### config.mk
export PLATFORM = sky130hd
export DESIGN_NAME = single_wire_sensor_cmd_slots
export DESIGN_NICKNAME = d
export VERILOG_FILES = /design/src/logic/sensor_link_pkg.sv /design/src/logic/single_wire_sensor_cmd_slots.sv
export SDC_FILE = /design/constraint.sdc
export NUM_CORES = 1
export LEC_CHECK = 0
export ABC_AREA = 1
export BUFFER_PORTS_ARGS = -buffer_cell sky130_fd_sc_hd__buf_2
export CAP_MARGIN = 15
export CORE_MARGIN = 5
export CORE_UTILIZATION = 45
export DETAILED_ROUTE_END_ITERATION = 16
export PLACE_DENSITY_LB_ADDON = 0.1
export SETUP_SLACK_MARGIN = 0.4
export SLEW_MARGIN = 20
export SYNTH_ARGS = -nofsm -noshare
export SYNTH_HDL_FRONTEND = slang
export SYNTH_SLANG_ARGS = --single-unit
### constraint.sdc
create_clock -name clk -period 2.95 [get_ports clk]
set_input_delay 0.59 -clock clk [delete_from_list [all_inputs] [get_ports clk]]
set_output_delay 0.59 -clock clk [all_outputs]
set_load 0.02 [all_outputs]
### src/logic/sensor_link_pkg.sv
// Constants, command codes, states and carrier types for the sensor link.
// Assumes one 100 MHz clock; all link timing is counted in microsecond ticks.
package sensor_link_pkg;

    // ------------------------------------------------------------
    // Clock and timebase
    // ------------------------------------------------------------
    localparam int CLK_HZ          = 100_000_000;
    localparam int US_CYCLES       = CLK_HZ / 1_000_000;

    // ------------------------------------------------------------
    // Link timing, microseconds
    // ------------------------------------------------------------
    localparam int RESET_LOW_US    = 480;
    // Values inside the 15..60 and 60..240 windows
    localparam int PRES_WAIT_US    = 30;
    localparam int PRES_LOW_US     = 120;
    localparam int SAMPLE_US       = 30;
    // Read-zero held past 15 us, released well before 60 us
    localparam int READ_HOLD_US    = 30;

    // ------------------------------------------------------------
    // Function command codes
    // ------------------------------------------------------------
    localparam logic [7:0] CMD_CONVERT = 8'h44;
    localparam logic [7:0] CMD_WRITE   = 8'h4e;
    localparam logic [7:0] CMD_READ    = 8'hbe;
    localparam logic [7:0] CMD_DETECT  = 8'h88;
    localparam logic [7:0] CMD_SELECT  = 8'h70;

    // ------------------------------------------------------------
    // Buffer layout and reset values
    // ------------------------------------------------------------
    localparam int         BUF_BYTES    = 9;
    localparam int         TEMP_LSB_IDX = 0;
    localparam int         TEMP_MSB_IDX = 1;
    localparam int         STATUS_IDX   = 2;
    localparam int         WR_FIRST_IDX = 3;
    localparam int         WR_LAST_IDX  = 7;
    localparam int         CRC_IDX      = 8;
    localparam logic [7:0] BUF_RESET    = 8'h00;
    localparam logic [7:0] CRC_POLY_REV = 8'h8c;

    typedef enum logic [7:0] {
        ST_IDLE      = 8'h01,
        ST_PRES_WAIT = 8'h02,
        ST_PRES_LOW  = 8'h04,
        ST_CMD       = 8'h08,
        ST_SELECT    = 8'h10,
        ST_WRITE     = 8'h20,
        ST_READ      = 8'h40,
        ST_POLL      = 8'h80
    } link_state_t;

    typedef struct packed {
        logic [7:0] byte7;
        logic [7:0] byte6;
        logic [7:0] byte5;
        logic [7:0] byte4;
        logic [7:0] byte3;
    } host_cfg_t;

    typedef struct packed {
        logic       valid;
        logic [5:0] bits;
    } location_meas_t;

    typedef struct packed {
        logic        done;
        logic [15:0] value;
    } conv_result_t;

endpackage

### src/logic/single_wire_sensor_cmd_slots.sv
// Slave end of the single-wire sensor link: reset/presence, bit slots and
// function commands. Assumes the converter and strap measurement are outside,
// the data pin is open drain and resolved by the surroundings.
`timescale 1ns/100ps

module single_wire_sensor_cmd_slots #(
    parameter int US_CYCLES    = sensor_link_pkg::US_CYCLES,
    parameter int RESET_LOW_US = sensor_link_pkg::RESET_LOW_US
) (
    input  wire logic                           clk,
    input  wire logic                           rst,
    input  wire logic                           dq_in,
    output logic                                dq_out,
    output logic                                dq_oe_n,
    input  wire logic                           ext_powered,
    input  wire logic                           auto_mode,
    input  wire logic                           conv_busy,
    input  wire sensor_link_pkg::conv_result_t  conv_result,
    output logic                                conv_start,
    output logic                                detect_req,
    input  wire sensor_link_pkg::location_meas_t location_meas,
    output sensor_link_pkg::host_cfg_t          host_cfg,
    output logic [5:0]                          location
);

    // ------------------------------------------------------------
    // Pin synchroniser and microsecond timebase
    // ------------------------------------------------------------
    logic        dq_s1;
    logic        dq_s2;
    logic        dq_prev;
    logic [15:0] div;
    logic        us_tick;
    logic [9:0]  low_us;
    logic [15:0] next_div;
    logic        next_us_tick;
    logic [9:0]  next_low_us;
    logic        fall;
    logic        rise;
    logic        long_low;

    assign fall     = dq_prev & ~dq_s2;
    assign rise     = ~dq_prev & dq_s2;
    // Gated by the line: the closing rise must not be swallowed as a reset
    assign long_low = ~dq_s2 && (low_us > 10'(RESET_LOW_US));

    always_comb begin
        next_us_tick = (div == 16'(US_CYCLES - 1));
        next_div     = next_us_tick ? 16'h0000 : div + 16'h0001;
        next_low_us  = low_us;
        if (dq_s2) begin
            next_low_us = 10'h000;
        end else if (us_tick && !long_low) begin
            next_low_us = low_us + 10'h001;
        end
    end

    always_ff @(posedge clk) begin
        if (rst) begin
            dq_s1   <= 1'b1;
            dq_s2   <= 1'b1;
            dq_prev <= 1'b1;
            div     <= 16'h0000;
            us_tick <= 1'b0;
            low_us  <= 10'h000;
        end else begin
            dq_s1   <= dq_in;
            dq_s2   <= dq_s1;
            dq_prev <= dq_s2;
            div     <= next_div;
            us_tick <= next_us_tick;
            low_us  <= next_low_us;
        end
    end

    // ------------------------------------------------------------
    // Check code
    // ------------------------------------------------------------
    function automatic logic [7:0] crc_step(input logic [7:0] crc, input logic bit_in);
        logic fb;
        fb = crc[0] ^ bit_in;
        crc_step = {1'b0, crc[7:1]} ^ (fb ? sensor_link_pkg::CRC_POLY_REV : 8'h00);
    endfunction

    // ------------------------------------------------------------
    // Protocol state machine, buffer and conversion tracking
    // ------------------------------------------------------------
    sensor_link_pkg::link_state_t state;
    sensor_link_pkg::link_state_t next_state;
    logic [7:0] mem [sensor_link_pkg::BUF_BYTES];
    logic [7:0] next_mem [sensor_link_pkg::BUF_BYTES];
    logic [7:0] tmr;
    logic [7:0] next_tmr;
    logic       in_slot;
    logic       next_in_slot;
    logic       armed;
    logic       next_armed;
    logic [7:0] shreg;
    logic [7:0] next_shreg;
    logic [2:0] bit_idx;
    logic [2:0] next_bit_idx;
    logic [3:0] byte_idx;
    logic [3:0] next_byte_idx;
    logic [7:0] crc;
    logic [7:0] next_crc;
    logic       sel_pending;
    logic       next_sel_pending;
    logic       sel_match;
    logic       next_sel_match;
    logic       conv_running;
    logic       next_conv_running;
    logic       next_dq_oe_n;
    logic       next_conv_start;
    logic       next_detect_req;
    logic       tx_bit;
    logic [7:0] rx_byte;
    logic       sample;

    always_comb begin
        next_state        = state;
        next_mem          = mem;
        next_tmr          = tmr;
        next_in_slot      = in_slot;
        next_armed        = armed;
        next_shreg        = shreg;
        next_bit_idx      = bit_idx;
        next_byte_idx     = byte_idx;
        next_crc          = crc;
        next_sel_pending  = sel_pending;
        next_sel_match    = sel_match;
        next_conv_running = conv_running;
        next_dq_oe_n      = dq_oe_n;
        next_conv_start   = 1'b0;
        next_detect_req   = 1'b0;
        tx_bit            = (byte_idx == 4'(sensor_link_pkg::CRC_IDX)) ? crc[bit_idx]
                          : mem[byte_idx][bit_idx];
        sample            = in_slot && (tmr == 8'(sensor_link_pkg::SAMPLE_US));
        rx_byte           = {dq_s2, shreg[7:1]};

        if (us_tick && tmr != 8'hff) begin
            next_tmr = tmr + 8'h01;
        end

        // Converter side runs independently of the link
        if (conv_result.done) begin
            next_mem[sensor_link_pkg::TEMP_LSB_IDX] = conv_result.value[7:0];
            next_mem[sensor_link_pkg::TEMP_MSB_IDX] = conv_result.value[15:8];
            next_conv_running                       = 1'b0;
        end
        if (location_meas.valid) begin
            next_mem[sensor_link_pkg::STATUS_IDX] = {2'b00, location_meas.bits};
        end

        // Receive states share one bit sampler
        if (state inside {sensor_link_pkg::ST_CMD, sensor_link_pkg::ST_SELECT,
                          sensor_link_pkg::ST_WRITE}) begin
            if (fall) begin
                next_tmr     = 8'h00;
                next_in_slot = 1'b1;
            end else if (sample) begin
                next_in_slot = 1'b0;
                next_shreg   = rx_byte;
                next_bit_idx = bit_idx + 3'h1;
            end
        end

        unique case (state)
            sensor_link_pkg::ST_IDLE: begin
                // Silent until a reset pulse ends
                if (rise && armed) begin
                    next_state = sensor_link_pkg::ST_PRES_WAIT;
                    next_armed = 1'b0;
                    next_tmr   = 8'h00;
                end
            end
            sensor_link_pkg::ST_PRES_WAIT: begin
                if (tmr == 8'(sensor_link_pkg::PRES_WAIT_US)) begin
                    next_state   = sensor_link_pkg::ST_PRES_LOW;
                    next_dq_oe_n = 1'b0;
                    next_tmr     = 8'h00;
                end
            end
            sensor_link_pkg::ST_PRES_LOW: begin
                if (tmr == 8'(sensor_link_pkg::PRES_LOW_US)) begin
                    next_state       = sensor_link_pkg::ST_CMD;
                    next_dq_oe_n     = 1'b1;
                    next_bit_idx     = 3'h0;
                    next_in_slot     = 1'b0;
                    next_sel_pending = 1'b0;
                end
            end
            sensor_link_pkg::ST_CMD: begin
                if (sample && bit_idx == 3'h7) begin
                    next_state    = sensor_link_pkg::ST_IDLE;
                    next_byte_idx = 4'h0;
                    next_crc      = 8'h00;
                    if (rx_byte == sensor_link_pkg::CMD_SELECT && !sel_pending) begin
                        next_state = sensor_link_pkg::ST_SELECT;
                    end else if (sel_pending && !sel_match) begin
                        next_state = sensor_link_pkg::ST_IDLE;
                    end else if (rx_byte == sensor_link_pkg::CMD_CONVERT) begin
                        next_state = sensor_link_pkg::ST_POLL;
                        // Auto converter busy: command dropped, mode untouched
                        if (!(auto_mode && (conv_busy || conv_running))) begin
                            next_conv_start   = 1'b1;
                            next_conv_running = 1'b1;
                        end
                    end else if (rx_byte == sensor_link_pkg::CMD_WRITE) begin
                        next_state    = sensor_link_pkg::ST_WRITE;
                        next_byte_idx = 4'(sensor_link_pkg::WR_FIRST_IDX);
                    end else if (rx_byte == sensor_link_pkg::CMD_READ) begin
                        next_state = sensor_link_pkg::ST_READ;
                    end else if (rx_byte == sensor_link_pkg::CMD_DETECT) begin
                        next_detect_req = 1'b1;
                    end
                end
            end
            sensor_link_pkg::ST_SELECT: begin
                if (sample && bit_idx == 3'h7) begin
                    next_state       = sensor_link_pkg::ST_CMD;
                    next_sel_pending = 1'b1;
                    next_sel_match   = (rx_byte[7:6] == 2'b00) &&
                        (rx_byte[5:0] == mem[sensor_link_pkg::STATUS_IDX][5:0]);
                end
            end
            sensor_link_pkg::ST_WRITE: begin
                if (sample && bit_idx == 3'h7) begin
                    next_mem[byte_idx] = rx_byte;
                    next_byte_idx      = byte_idx + 4'h1;
                    if (byte_idx == 4'(sensor_link_pkg::WR_LAST_IDX)) begin
                        next_state = sensor_link_pkg::ST_IDLE;
                    end
                end
            end
            sensor_link_pkg::ST_READ: begin
                if (fall) begin
                    next_tmr     = 8'h00;
                    next_in_slot = 1'b1;
                    next_dq_oe_n = tx_bit;
                end else if (in_slot && tmr == 8'(sensor_link_pkg::READ_HOLD_US)) begin
                    next_in_slot = 1'b0;
                    next_dq_oe_n = 1'b1;
                    next_bit_idx = bit_idx + 3'h1;
                    if (byte_idx != 4'(sensor_link_pkg::CRC_IDX)) begin
                        next_crc = crc_step(crc, tx_bit);
                    end
                    if (bit_idx == 3'h7) begin
                        next_byte_idx = byte_idx + 4'h1;
                        if (byte_idx == 4'(sensor_link_pkg::CRC_IDX)) begin
                            next_state = sensor_link_pkg::ST_IDLE;
                        end
                    end
                end
            end
            sensor_link_pkg::ST_POLL: begin
                // Parasite supply: line held high by the pullup, stay released
                if (fall) begin
                    next_tmr     = 8'h00;
                    next_in_slot = 1'b1;
                    next_dq_oe_n = !(ext_powered && conv_running);
                end else if (in_slot && tmr == 8'(sensor_link_pkg::READ_HOLD_US)) begin
                    next_in_slot = 1'b0;
                    next_dq_oe_n = 1'b1;
                end
            end
        endcase

        // A long low overrides everything, including an open read
        if (long_low) begin
            next_state   = sensor_link_pkg::ST_IDLE;
            next_armed   = 1'b1;
            next_dq_oe_n = 1'b1;
            next_in_slot = 1'b0;
        end
    end

    always_ff @(posedge clk) begin
        if (rst) begin
            state        <= sensor_link_pkg::ST_IDLE;
            mem          <= '{default: sensor_link_pkg::BUF_RESET};
            tmr          <= 8'h00;
            in_slot      <= 1'b0;
            armed        <= 1'b0;
            shreg        <= 8'h00;
            bit_idx      <= 3'h0;
            byte_idx     <= 4'h0;
            crc          <= 8'h00;
            sel_pending  <= 1'b0;
            sel_match    <= 1'b0;
            conv_running <= 1'b0;
            dq_oe_n      <= 1'b1;
            dq_out       <= 1'b0;
            conv_start   <= 1'b0;
            detect_req   <= 1'b0;
            host_cfg     <= '0;
            location     <= 6'h00;
        end else begin
            state        <= next_state;
            mem          <= next_mem;
            tmr          <= next_tmr;
            in_slot      <= next_in_slot;
            armed        <= next_armed;
            shreg        <= next_shreg;
            bit_idx      <= next_bit_idx;
            byte_idx     <= next_byte_idx;
            crc          <= next_crc;
            sel_pending  <= next_sel_pending;
            sel_match    <= next_sel_match;
            conv_running <= next_conv_running;
            dq_oe_n      <= next_dq_oe_n;
            dq_out       <= 1'b0;
            conv_start   <= next_conv_start;
            detect_req   <= next_detect_req;
            host_cfg     <= {next_mem[7], next_mem[6], next_mem[5], next_mem[4], next_mem[3]};
            location     <= next_mem[sensor_link_pkg::STATUS_IDX][5:0];
        end
    end

endmodule

# ---- Word-level counts from Yosys, hierarchy flattened
# Cells that the tools add are included.
dict set report op_classes {
  addsub 5
  order_cmp 4
  n_eq_ne 34
  mux 90
  bitwise_logic 11
  reduce_logical 41
}
# cell n
set op_table {}
lappend op_table {{$mux 8} 29}
lappend op_table {{$mux 72} 2}
lappend op_table {{$bwmux 72} 1}
lappend op_table {{$pmux 8 s7} 1}
lappend op_table {{$eq 8x7->1 const B} 5}
lappend op_table {{$bmux 8 s4} 1}
lappend op_table {{$demux 8 s4} 1}
lappend op_table {{$mux 1} 28}
lappend op_table {{$eq 8x8->1 const B} 3}
lappend op_table {{$pmux 8 s3} 1}
lappend op_table {{$mux 4} 5}
lappend op_table {{$mux 3} 6}
lappend op_table {{$add 16x1->16 const B} 1}
lappend op_table {{$eq 16x7->1 const B} 1}
lappend op_table {{$eq 8x5->1 const B} 2}
lappend op_table {{$mux 16} 1}
lappend op_table {{$ne 2x2->1 const B} 8}
lappend op_table {{$pmux 8 s2} 1}
lappend op_table {{$mux 7} 2}
lappend op_table {{$logic_and 1x1->1} 12}
lappend op_table {{$pmux 4 s3} 1}
lappend op_table {{$reduce_and 12->1} 1}
lappend op_table {{$add 10x1->10 const B} 1}
lappend op_table {{$gt 10x9->1 const B} 1}
lappend op_table {{42 further kinds} 70}
dict set report word_totals {
  register_bits 155
  inputBits 30
  out_inout_bits 50
  wordCells 215
}

# ---- Depth between registers and ports, before layout
# Gate-level depths: netlist (run 1).
dict set report logic_depth {
  depth_word 14
  mapped_depth 18
  mapped_depth_nobuf 16
}

# ---- Worst setup path after synthesis (run 1)
# No wires, ideal clock.
dict set report synth_timing {
  path_kind {reg-to-reg}
  startpoint {register tmr[0]}
  endpoint {register byte_idx[3]}
  setup_time_ns 0.118
  arrival_ns 1.875
  required_time_ns 2.832
  path_slack_ns 0.958
  stages_incl_launch_ff 16
  n_path_buf 0
  period_less_slack_ns 1.992
  path_cell_list {dfxtp_1 > inv_1 > ha_1 > nand3_1 > nor3_2 > inv_2 > nor2_4 > inv_2 > nor2_4 > inv_2 > nand2_4 > nand2_4 > nor3b_4 > nand4_1 > o21bai_1 > a21oi_1}
}
dict set report synth_via {
  elab_chain_len 5
  word_cells_on_any_way 7
  classes_between {4 x eq/ne; 3 x reduce/logical}
}
# item line
set synth_lines {}
lappend synth_lines {{start: declaration} single_wire_sensor_cmd_slots.sv:92} ;# logic [7:0] tmr;
lappend synth_lines {{start signal: assignment} single_wire_sensor_cmd_slots.sv:300} ;# tmr <= next_tmr;
lappend synth_lines {{$eq 8x5->1 (*)} {single_wire_sensor_cmd_slots.sv:137, single_wire_sensor_cmd_slots.sv:240}}
lappend synth_lines {{$logic_and 1x1->1 (*)} {single_wire_sensor_cmd_slots.sv:137, single_wire_sensor_cmd_slots.sv:240}}
lappend synth_lines {{$logic_and 1x1->1} {single_wire_sensor_cmd_slots.sv:193, single_wire_sensor_cmd_slots.sv:227}}
lappend synth_lines {{$ne 2x1->1 (no source line)} -}
lappend synth_lines {{$reduce_and 6->1 (no source line) (*)} -}
lappend synth_lines {{end signal: assignment} single_wire_sensor_cmd_slots.sv:305} ;# byte_idx <= next_byte_idx;
lappend synth_lines {{end: declaration} single_wire_sensor_cmd_slots.sv:102} ;# logic [3:0] byte_idx;
# Every way passes the cells marked *; elsewhere a longest branch is shown, timed or not.
# A chain may end at the register's enable or synchronous reset.

# ---- Worst setup path after layout (run 1)
dict set report layout_timing {
  startpoint {register tmr[0]}
  endpoint {register location[2]}
}
dict set report layout_via {
  elab_chain_len 5
}
# item line
set layout_lines {}
lappend layout_lines {{$eq 8x5->1} single_wire_sensor_cmd_slots.sv:137} ;# sample = in_slot && (tmr == 8'(sensor_link_pkg::SAMPLE_US));
lappend layout_lines {{$logic_and 1x1->1} single_wire_sensor_cmd_slots.sv:137}
lappend layout_lines {{$logic_and 1x1->1} single_wire_sensor_cmd_slots.sv:227} ;# if (sample && bit_idx == 3'h7) begin
lappend layout_lines {{$mux 72} single_wire_sensor_cmd_slots.sv:227}
lappend layout_lines {{$mux 72} single_wire_sensor_cmd_slots.sv:167} ;# unique case (state)
lappend layout_lines {{end signal: assignment} single_wire_sensor_cmd_slots.sv:315} ;# location <= next_mem[sensor_link_pkg::STATUS_IDX][5:0];
lappend layout_lines {{end: declaration} single_wire_sensor_cmd_slots.sv:23} ;# output logic [5:0] location
# Every way passes these cells.

==> impl_metrics.json, run 1 <==
{
  "min_path_type": "in2reg",
  "finalClockSkew_ps": 9.18,
  "drive_gt1_share_pct": 14.4,
  "vias": 7176,
  "hold_buffers": 0,
  "leakage_nw": 3.57,
  "synth-seq-area-share_pct": 37.6,
  "synth_area_leaders": "dfxtp_1 38%, a21oi_1 7.9%, nand2_1 7.8%, o21ai_0 7.8%, inv_1 7.6%",
  "hold_violations": 0,
  "ys_ff_latch": 148,
  "die_h_um": 142,
  "finalCritPeriodShare_pct": 83.1,
  "use_met1_pct": 29.1,
  "synth_cells": 1115,
  "multi_input_area_um2": 3700,
  "hpwlAfterDp_mm": 15.4,
  "grt_pass1_vias": 6660,
  "synth-async-reset-ratio_pct": 0,
  "drv_slew": 0,
  "synth_top_area_cell": "dfxtp_1",
  "die_area_um2": 20200,
  "wl_mm": 21.5,
  "final.min_clock_period_ps": 2450,
  "placed_area_um2": 8070,
  "vdd_drop_max_mv": 0.405,
  "clk_pin_slew_ps": 60,
  "arrival_ps": 2800,
  "numCtsBuffers": 17,
  "cts_tree": "done",
  "syn_nets": 1157,
  "grtUsageMet3_pct": 5.07,
  "cp-end-kind": "flip-flop",
  "firstDrtPassIters": 5,
  "outcome": "complete, no violations",
  "diodes": 0,
  "clockBufferDepth": 2,
  "dp.cells": 1339,
  "power_density_nw_per_um2": 595,
  "synth_ff_type": "dfxtp_1",
  "numPortBuffers": 78,
  "antenna_left": 0,
  "layout.cells.non_filler": 1375,
  "drv_cap": 0,
  "finalSetupViolCount": 0,
  "ctsHtreeMaxLevel": 4,
  "required_ps": 3300,
  "gp_congestion": 0.882,
  "grt_busiest_layer": "met2",
  "postLayoutCellArea_um2": 8750,
  "netlist_area_um2": 7870,
  "syn_area_per_cell_um2": 7.06,
  "wire_per_inst_um": 15.7,
  "yosysMostFrequentCell": "nand2_1",
  "nFillCells": 1738,
  "maxSlewHeadroom_pct": 50.3,
  "vias_per_cell": 5.22,
  "die_x_um": 142,
  "grt_max_degree": 40,
  "rows": 48,
  "antenna_found_initial": 0,
  "rsz0062_at_grt": "yes",
  "cts_sinks": 148,
  "track_usage_pct": 21.3,
  "fmax_ghz": 0.408,
  "core-area_um2": 17200,
  "ys_types": 51,
  "path_max_fanout": 11,
  "initial_utilization_pct": 45.7,
  "globalRouteOverflowTotal": 0,
  "tightest_slew_ps": 739,
  "grt_use_met2_pct": 33.3,
  "final_nets": 1180,
  "initialDrtViolationCount": 458,
  "tns_ps": 0,
  "path_class": "reg2reg",
  "clkLatencyLatePin_ps": 430,
  "synth_edf_count": 0,
  "register_area_um2": 2960,
  "startpoint_type": "flip-flop",
  "holdWs_ps": 343,
  "io_pins": 80,
  "area_growth_pct": 11.2,
  "drc": 0,
  "yosys-top-cells-count": "164 x nand2_1, 159 x inv_1, 148 x dfxtp_1",
  "cts_root_buf": "clkbuf_16",
  "yosysTopAreaCellShare_pct": 37.6,
  "ys.warnings.count": 0,
  "grt_pass1_wl_mm": 34.5
}
-- where the power goes --
part	switching [mW]	total, mW	internal (mW)
Sequential	0.0403	2.10	2.06
Clock	0.841	2.17	1.33
Combinational	0.634	0.937	0.303
-- cell families (layout without fill, tap and decap cells) --
kind of cell | Yosys count | after routing | synth area share, %
buffers and inverters | 262 | 297 | 15.4
adders and majority gates | 12 | 12 | 1.91
DFF | 148 | 148 | 37.6
AOI/OAI and AO/OA | 296 | 296 | 20.4
and+or+nand+nor | 387 | 387 | 23.6
xor gates and xnor gates | 9 | 9 | 1.00
other | 1 | 1 | 0.0476
-- area by class of cell --
type                            instances  area share, %
Clock buffer                           24           5.62
Clock inverter                          7           1.10
Inverter                              170           7.35
Multi-Input combinational cell        705           42.3
Sequential cell                       148           33.9
Tap cell                              225           3.22
Timing Repair Buffer                   96           6.58
-- placed cells by master, fill, tap and decap left out, drive strengths merged, types with 4 or more instances in the layout --
| cell type | instances |
|---|---|
| nand2 | 172 |
| inv | 167 |
| dfxtp | 148 |
| o21ai | 129 |
| a21oi | 124 |
| buf | 96 |
| nand3 | 81 |
| nor2 | 71 |
| clkbuf | 24 |
| nand4 | 21 |
| nor3 | 19 |
| o211ai | 17 |
| ha | 12 |
| nor4 | 11 |
| a211oi | 8 |
| xor2 | 7 |
| nor3b | 6 |
| clkinv | 5 |
| or2 | 4 |
| a31oi | 4 |
-- routing by layer --
| metal | routed length [um] | up-vias |
|---|---|---|
| met5 | 0 | - |
| met4 | 539 | 0 |
| met3 | 1300 | 36 |
| met2 | 9530 | 172 |
| met1 | 10200 | 3281 |
| li1 | - | 3687 |
-- critical path: stages, from the launching register on --
cell and delay, ps:
dfxtp_1 320, inv_1 120, ha_1 160, nand3_1 90, nor3_2 210, inv_2 80, nor2_4 120, nand2_2 120
nor2_4 260, nand3_1 390, inv_1 270, o21ai_0 110, a21oi_1 120
-- stage by stage --
stage | util [%] | worst slack, ps | power, mW
after detailed placement | 46.8 | 516 | 3.06
after global placement | 46.8 | 570 | 3.06
after CTS | 50.2 | 506 | 5.24
final | 50.8 | 498 | 5.21
after global routing | 50.8 | 191 | 5.44
after floorplan | - | 958 | 2.82
-- path summary, 6_finish.rpt --
kind / from / to / slack [ps] / cells past startpoint
min: dq_in / dq_s1 / 340 / 2
max reg2reg: tmr[0] / location[2] / 500 / 12
max: tmr[0] / location[2] / 500 / 12
min reg2reg: dq_s1 / dq_s2 / 410 / 1
-- timing repair --
item / in CTS / in global routing
setup endpoints to repair: 0 / 62
setup buffers: 0 / 5
resized for setup: 0 / 1
No activity file was read; power rests on OpenSTA's default activity.
==> run 2: changes to the inputs <==
--- a/config.mk
+++ b/config.mk
@@ -5,7 +5,7 @@
 export SDC_FILE = /design/constraint.sdc
 export NUM_CORES = 1
 export LEC_CHECK = 0
-export ABC_AREA = 1
+export ABC_AREA = 0
 export BUFFER_PORTS_ARGS = -buffer_cell sky130_fd_sc_hd__buf_2
 export CAP_MARGIN = 15
 export CORE_MARGIN = 5
==> constraint.sdc (replaced) <==
create_clock -name clk -period 2.2 [get_ports clk]
set_input_delay 0.44 -clock clk [delete_from_list [all_inputs] [get_ports clk]]
set_output_delay 0.44 -clock clk [all_outputs]
set_load 0.02 [all_outputs]
==> impl_metrics.json, run 2 <==
{
  "drc": 0,
  "grt_pass1_vias": 6775,
  "path_max_fanout": 4,
  "maxSlewHeadroom_pct": 56.0,
  "initialDrtViolationCount": 506,
  "rsz0062_at_grt": "yes",
  "netlist_area_um2": 7770,
  "globalRouteOverflowTotal": 0,
  "cts_sinks": 148,
  "diodes": 0,
  "gp_congestion": 0.881,
  "drv_slew": 0,
  "final_nets": 1092,
  "hpwlAfterDp_mm": 15.9,
  "synth_area_leaders": "dfxtp_1 38%, mux2i_1 8.1%, nor2_1 5.2%, buf_4 4.9%, a21oi_1 4.5%",
  "worstHoldStart": "dq_in",
  "finalSetupViolCount": 14,
  "nFillCells": 1464,
  "firstDrtPassIters": 5,
  "ctsHtreeMaxLevel": 4,
  "hold_violations": 0,
  "yosysTopAreaCellShare_pct": 38.1,
  "vdd_drop_max_mv": 0.534,
  "multi_input_area_um2": 4980,
  "vias_per_cell": 5.56,
  "wire_per_inst_um": 17.9,
  "cp_slowest_cell": "or4_4",
  "rows": 48,
  "crit_buf_inv": 1,
  "worstReg2RegStart": "tmr[0]",
  "synth_ff_type": "dfxtp_1",
  "worstSetupEndpoint": "state[5]",
  "antenna_found_initial": 0,
  "met3_length_mm": 1.28,
  "clkLatencyLatePin_ps": 440,
  "holdWs_ps": 203,
  "cts_root_buf": "clkbuf_16",
  "top_layer": "met4",
  "rrSetupSlack_ps": -110,
  "finalCritPeriodShare_pct": 105,
  "ys.warnings.count": 0,
  "tightest_slew_ps": 659,
  "register_area_um2": 2990,
  "ys_ff_latch": 148,
  "core-area_um2": 17100,
  "wl_mm": 23.1,
  "outcome": "finished with violations",
  "grt_pass1_wl_mm": 36.4,
  "drive_gt1_share_pct": 39.1,
  "numPortBuffers": 78,
  "hold_buffers": 0,
  "cp-end-kind": "flip-flop",
  "pwr-share-seq_pct": 42.8,
  "p_comb_share_pct": 12.1,
  "die_x_um": 141,
  "syn_area_per_cell_um2": 8.33,
  "required_ps": 2570,
  "syn_nets": 975,
  "synth-async-reset-ratio_pct": 0,
  "layout_commonest_cell": "dfxtp_1",
  "synth_cells": 933,
  "arrival_ps": 2680,
  "route.met2.wl_mm": 10.8,
  "yosys-top-cells-count": "148 x dfxtp_1, 108 x nor2_1, 91 x nand2_1",
  "min_path_type": "in2reg",
  "ys_types": 65,
  "setup_slack_ps": -112,
  "track_usage_pct": 22.9,
  "power.share.clock_pct": 45.1,
  "power_density_nw_per_um2": 616,
  "switchingPower_mw": 1.69,
  "r2r-end": "state[5]",
  "cp_top_family": "simple AND/OR/NAND/NOR gates",
  "r2r_cells": 10,
  "violations": "negative setup slack",
  "yosysMostFrequentCell": "dfxtp_1",
  "mostFrequentLayoutCells": "136 x dfxtp_1, 89 x buf_4, 79 x nor2_1",
  "swShare_pct": 25.9,
  "worstPathCellList": "inv_2, ha_4, nand4_4, or4_4, a22oi_2, nor2_2, a31oi_2, nand4_1, or3_4, a21oi_2",
  "leakage_nw": 4.01,
  "die_area_um2": 20000,
  "startpoint_type": "flip-flop",
  "initial_utilization_pct": 45.4,
  "antenna_left": 0,
  "max_stage_delay_ps": 440,
  "pre_cts_slack_ps": -185,
  "path_class": "reg2reg",
  "finalClockSkew_ps": 16.3,
  "fmax_ghz": 0.433,
  "worst-path-stages": 10,
  "drv_cap": 0,
  "io_pins": 80,
  "synth_edf_count": 0,
  "final.min_clock_period_ps": 2310,
  "met1_length_mm": 10.5,
  "synth-seq-area-share_pct": 38.1,
  "vias": 7159,
  "synth_top_area_cell": "dfxtp_1",
  "clockBufferDepth": 2,
  "startpoint": "tmr[0]",
  "numCtsBuffers": 17,
  "area_growth_pct": 36.0,
  "p_int_mw": 4.82,
  "cts_tree": "done",
  "clk_pin_slew_ps": 70,
  "grt_max_degree": 41,
  "die_h_um": 141
}
==> run 2: cell count changes after synthesis, sizes merged, moves of 13 or more <==
cell    before  now
inv        166   19
a21oi      124   70
xor2         7   23
mux2i        0   63
o211ai      17    2
nand2      172   92
nor2        71  112
clkbuf      24   37
nand3       81   67
o21ai      129   24
a211oi       8   26
xnor2        2   18
==> run 2: layer usage <==
metal	track usage [%]	vias up
li1	-	3478
met1	32.1	3406
met2	35.8	240
met3	4.08	35
met4	7.73	0
met5	0	-
==> run 2: cells by family after synthesis <==
family	count (synthesis)	synth area share (%)
xor gates and xnor gates	41	4.62
muxes	71	10.1
DFF	148	38.1
adders and majority gates	12	1.93
AOI/OAI and AO/OA	162	13.0
and+or+nand+nor	369	23.0
buffers and inverters	129	9.15
other	1	0.0483
==> run 2: final cells by class <==
type / instances / area share (%)
Multi-Input combinational cell: 656 / 47.1
Tap cell: 225 / 2.66
Clock inverter: 10 / 1.17
Timing Repair Buffer: 206 / 15.6
Sequential cell: 148 / 28.3
Inverter: 21 / 0.781
Clock buffer: 22 / 4.39
==> run 2: what timing repair did <==
action	in CTS	in global routing
buffers inserted	13	7
setup endpoints to repair	118	121
pin swaps	24	41
hold endpoints to repair	0	0
resized for setup	171	82
cloned	4	1
==> run 2: how the worst min path moves through the flow <==
stage | end | cells past startpoint
2_1_floorplan | dq_s2 | 1
3_3_place_gp | dq_s2 | 1
3_5_place_dp | dq_s2 | 1
4_1_cts | dq_s1 | 2
5_1_grt | dq_s1 | 2
6_report | dq_s1 | 2
==> run 2: power groups by stage <==
stage	Combinational (mW)	Clock [mW]	Sequential (mW)
3_5_place_dp	0.678	0	2.85
2_1_floorplan	0.462	0	2.83
3_3_place_gp	0.678	0	2.85
4_1_cts	0.734	2.98	2.78
5_1_grt	0.849	3.10	2.79
6_report	0.787	2.94	2.79
==> run 2: per-stage QoR <==
step                power (mW)  cells  instance area, um^2  TNS (ps)  util (%)
global placement          3.52   1231                 8710     -6250      50.9
CTS                       6.49   1280                10200      -322      59.3
finish                    6.51   1288                10600      -517      61.7
detailed placement        3.53   1231                 8710     -9100      50.9
global route              6.73   1288                10600     -5800      61.7
floorplan                 3.29    933                 7890         0         -
==> run 3: changes to the inputs <==
--- a/config.mk
+++ b/config.mk
@@ -6,11 +6,11 @@
 export NUM_CORES = 1
 export LEC_CHECK = 0
 export ABC_AREA = 0
-export BUFFER_PORTS_ARGS = -buffer_cell sky130_fd_sc_hd__buf_2
 export CAP_MARGIN = 15
-export CORE_MARGIN = 5
-export CORE_UTILIZATION = 45
+export CORE_MARGIN = 2
+export CORE_UTILIZATION = 51
 export DETAILED_ROUTE_END_ITERATION = 16
+export DONT_BUFFER_PORTS = 1
 export PLACE_DENSITY_LB_ADDON = 0.1
 export SETUP_SLACK_MARGIN = 0.4
 export SLEW_MARGIN = 20
==> impl_metrics.json, run 3 (synthesis results as in run 2) <==
{
  "outcome": "finished with violations",
  "violations": "negative setup slack",
  "required_ps": 2560,
  "clockBufferDepth": 2,
  "final.min_clock_period_ps": 2400,
  "leakage_nw": 3.81,
  "crit_buf_inv": 2,
  "die_h_um": 127,
  "nFillCells": 1147,
  "diodes": 0,
  "hold_buffers": 0,
  "path_class": "reg2reg",
  "postLayoutCellArea_um2": 10400,
  "numPortBuffers": 0,
  "worstReg2RegStart": "tmr[0]",
  "drc": 0,
  "core-area_um2": 15000,
  "fmax_ghz": 0.417,
  "tns_ps": -3250,
  "die_area_um2": 16200,
  "io_pins": 80,
  "grt_pass1_vias": 6991,
  "antenna_left": 0,
  "route.met2.wl_mm": 11.0,
  "ctsHtreeMaxLevel": 4,
  "wire_per_inst_um": 19.5,
  "final_nets": 1044,
  "grt_max_degree": 108,
  "vdd_drop_max_mv": 0.540,
  "met1_length_mm": 10.2,
  "wl_mm": 23.4,
  "arrival_ps": 2760,
  "area_growth_pct": 33.6,
  "globalRouteOverflowTotal": 0,
  "worstPathCellList": "inv_2, ha_4, nand4_4, or4_4, a22oi_2, nor2_2, a31oi_2, nand4_1, buf_6, or3_4, a21oi_2",
  "worstSetupEndpoint": "state[7]",
  "initial_utilization_pct": 51.7,
  "antenna_found_initial": 0,
  "rsz0062_at_grt": "yes",
  "numCtsBuffers": 17,
  "cp-end-kind": "flip-flop",
  "layout_commonest_cell": "dfxtp_1",
  "setup_slack_ps": -195,
  "die_x_um": 127,
  "r2r-end": "state[7]",
  "hold_violations": 0,
  "initialDrtViolationCount": 541,
  "cts_root_buf": "clkbuf_16",
  "vias": 7078,
  "finalSetupViolCount": 71,
  "cp_top_family": "simple AND/OR/NAND/NOR gates",
  "drv_cap": 0,
  "hpwlAfterDp_mm": 15.6,
  "startpoint": "tmr[0]",
  "r2r_cells": 11,
  "worst-path-stages": 11,
  "clkLatencyLatePin_ps": 430,
  "max_stage_delay_ps": 440,
  "rows": 45,
  "p_total_mw": 6.56,
  "startpoint_type": "flip-flop",
  "drv_slew": 0,
  "clk_pin_slew_ps": 60,
  "tightest_slew_ps": 773,
  "drive_gt1_share_pct": 37.9,
  "finalClockSkew_ps": 5.76,
  "cts_sinks": 148,
  "rrSetupSlack_ps": -200,
  "cp_slowest_cell": "or4_4",
  "track_usage_pct": 28.3,
  "cts_tree": "done",
  "power_density_nw_per_um2": 632,
  "met3_length_mm": 1.52,
  "gp_congestion": 0.935,
  "mostFrequentLayoutCells": "134 x dfxtp_1, 115 x buf_4, 74 x nor2_1",
  "finalCritPeriodShare_pct": 109,
  "firstDrtPassIters": 5,
  "min_path_type": "in2reg",
  "placed_area_um2": 8380,
  "path_max_fanout": 6,
  "top_layer": "met4",
  "vias_per_cell": 5.88,
  "maxSlewHeadroom_pct": 48.5,
  "grt_pass1_wl_mm": 36.3
}
[run 3: changes by cell type in the layout (fill, tap and decap cells not counted), moves of 4 or more]
cell | previous run | this run
buf_2 | 77 | 1
buf_4 | 89 | 115
nor2_2 | 4 | 13
nand2_1 | 77 | 69
buf_6 | 21 | 27
dfxtp_2 | 7 | 13
nand2_2 | 6 | 11
nor2_1 | 79 | 74
buf_8 | 7 | 3
dfxtp_4 | 5 | 1
nor2_4 | 29 | 25
[run 3: per-stage QoR]
step | utilization (%) | setup WS [ps] | std cells | hold WS [ps]
floorplan | - | 94.5 | 933 | 389
global placement | 55.7 | -221 | 1129 | 413
detailed placement | 55.7 | -243 | 1129 | 412
CTS | 66.2 | -145 | 1193 | 69.9
global route | 69.0 | -283 | 1203 | 93.6
finish | 69.0 | -195 | 1203 | 119
[run 3: how the worst min path moves through the flow]
stage / end / start / depth (start not counted)
6_report: dq_s1 / dq_in / 1
5_1_grt: armed / rst / 1
3_5_place_dp: dq_s2 / dq_s1 / 1
4_1_cts: armed / rst / 1
2_1_floorplan: dq_s2 / dq_s1 / 1
3_3_place_gp: dq_s2 / dq_s1 / 1
[run 3: area by class of cell]
cell class	count	area [um^2]	area share (%)
Clock buffer	18	429	4.14
Inverter	21	78.8	0.759
Tap cell	188	235	2.27
Multi-Input combinational cell	656	5000	48.2
Timing Repair Buffer	158	1470	14.2
Sequential cell	148	2980	28.7
Clock inverter	14	178	1.71
[run 3: layer usage]
metal / vias up / track usage [%]
li1: 3371 / -
met1: 3404 / 37.4
met2: 252 / 44.6
met3: 51 / 6.57
met4: 0 / 11.9
met5: - / 0
[run 3: what timing repair did]
| action | in CTS | in global routing |
|---|---|---|
| resized for setup | 164 | 78 |
| endpoints found under the setup margin | 120 | 143 |
| buffers inserted | 29 | 9 |
| pin swaps | 38 | 52 |
| cloned | 3 | 1 |
[run 3: where the power goes]
part	total (mW)	internal (mW)	switching, mW	leakage [nW]
sequential	2.79	2.73	0.0582	1.21
combinational	0.764	0.350	0.414	2.32
clock	3.00	1.80	1.20	0.289
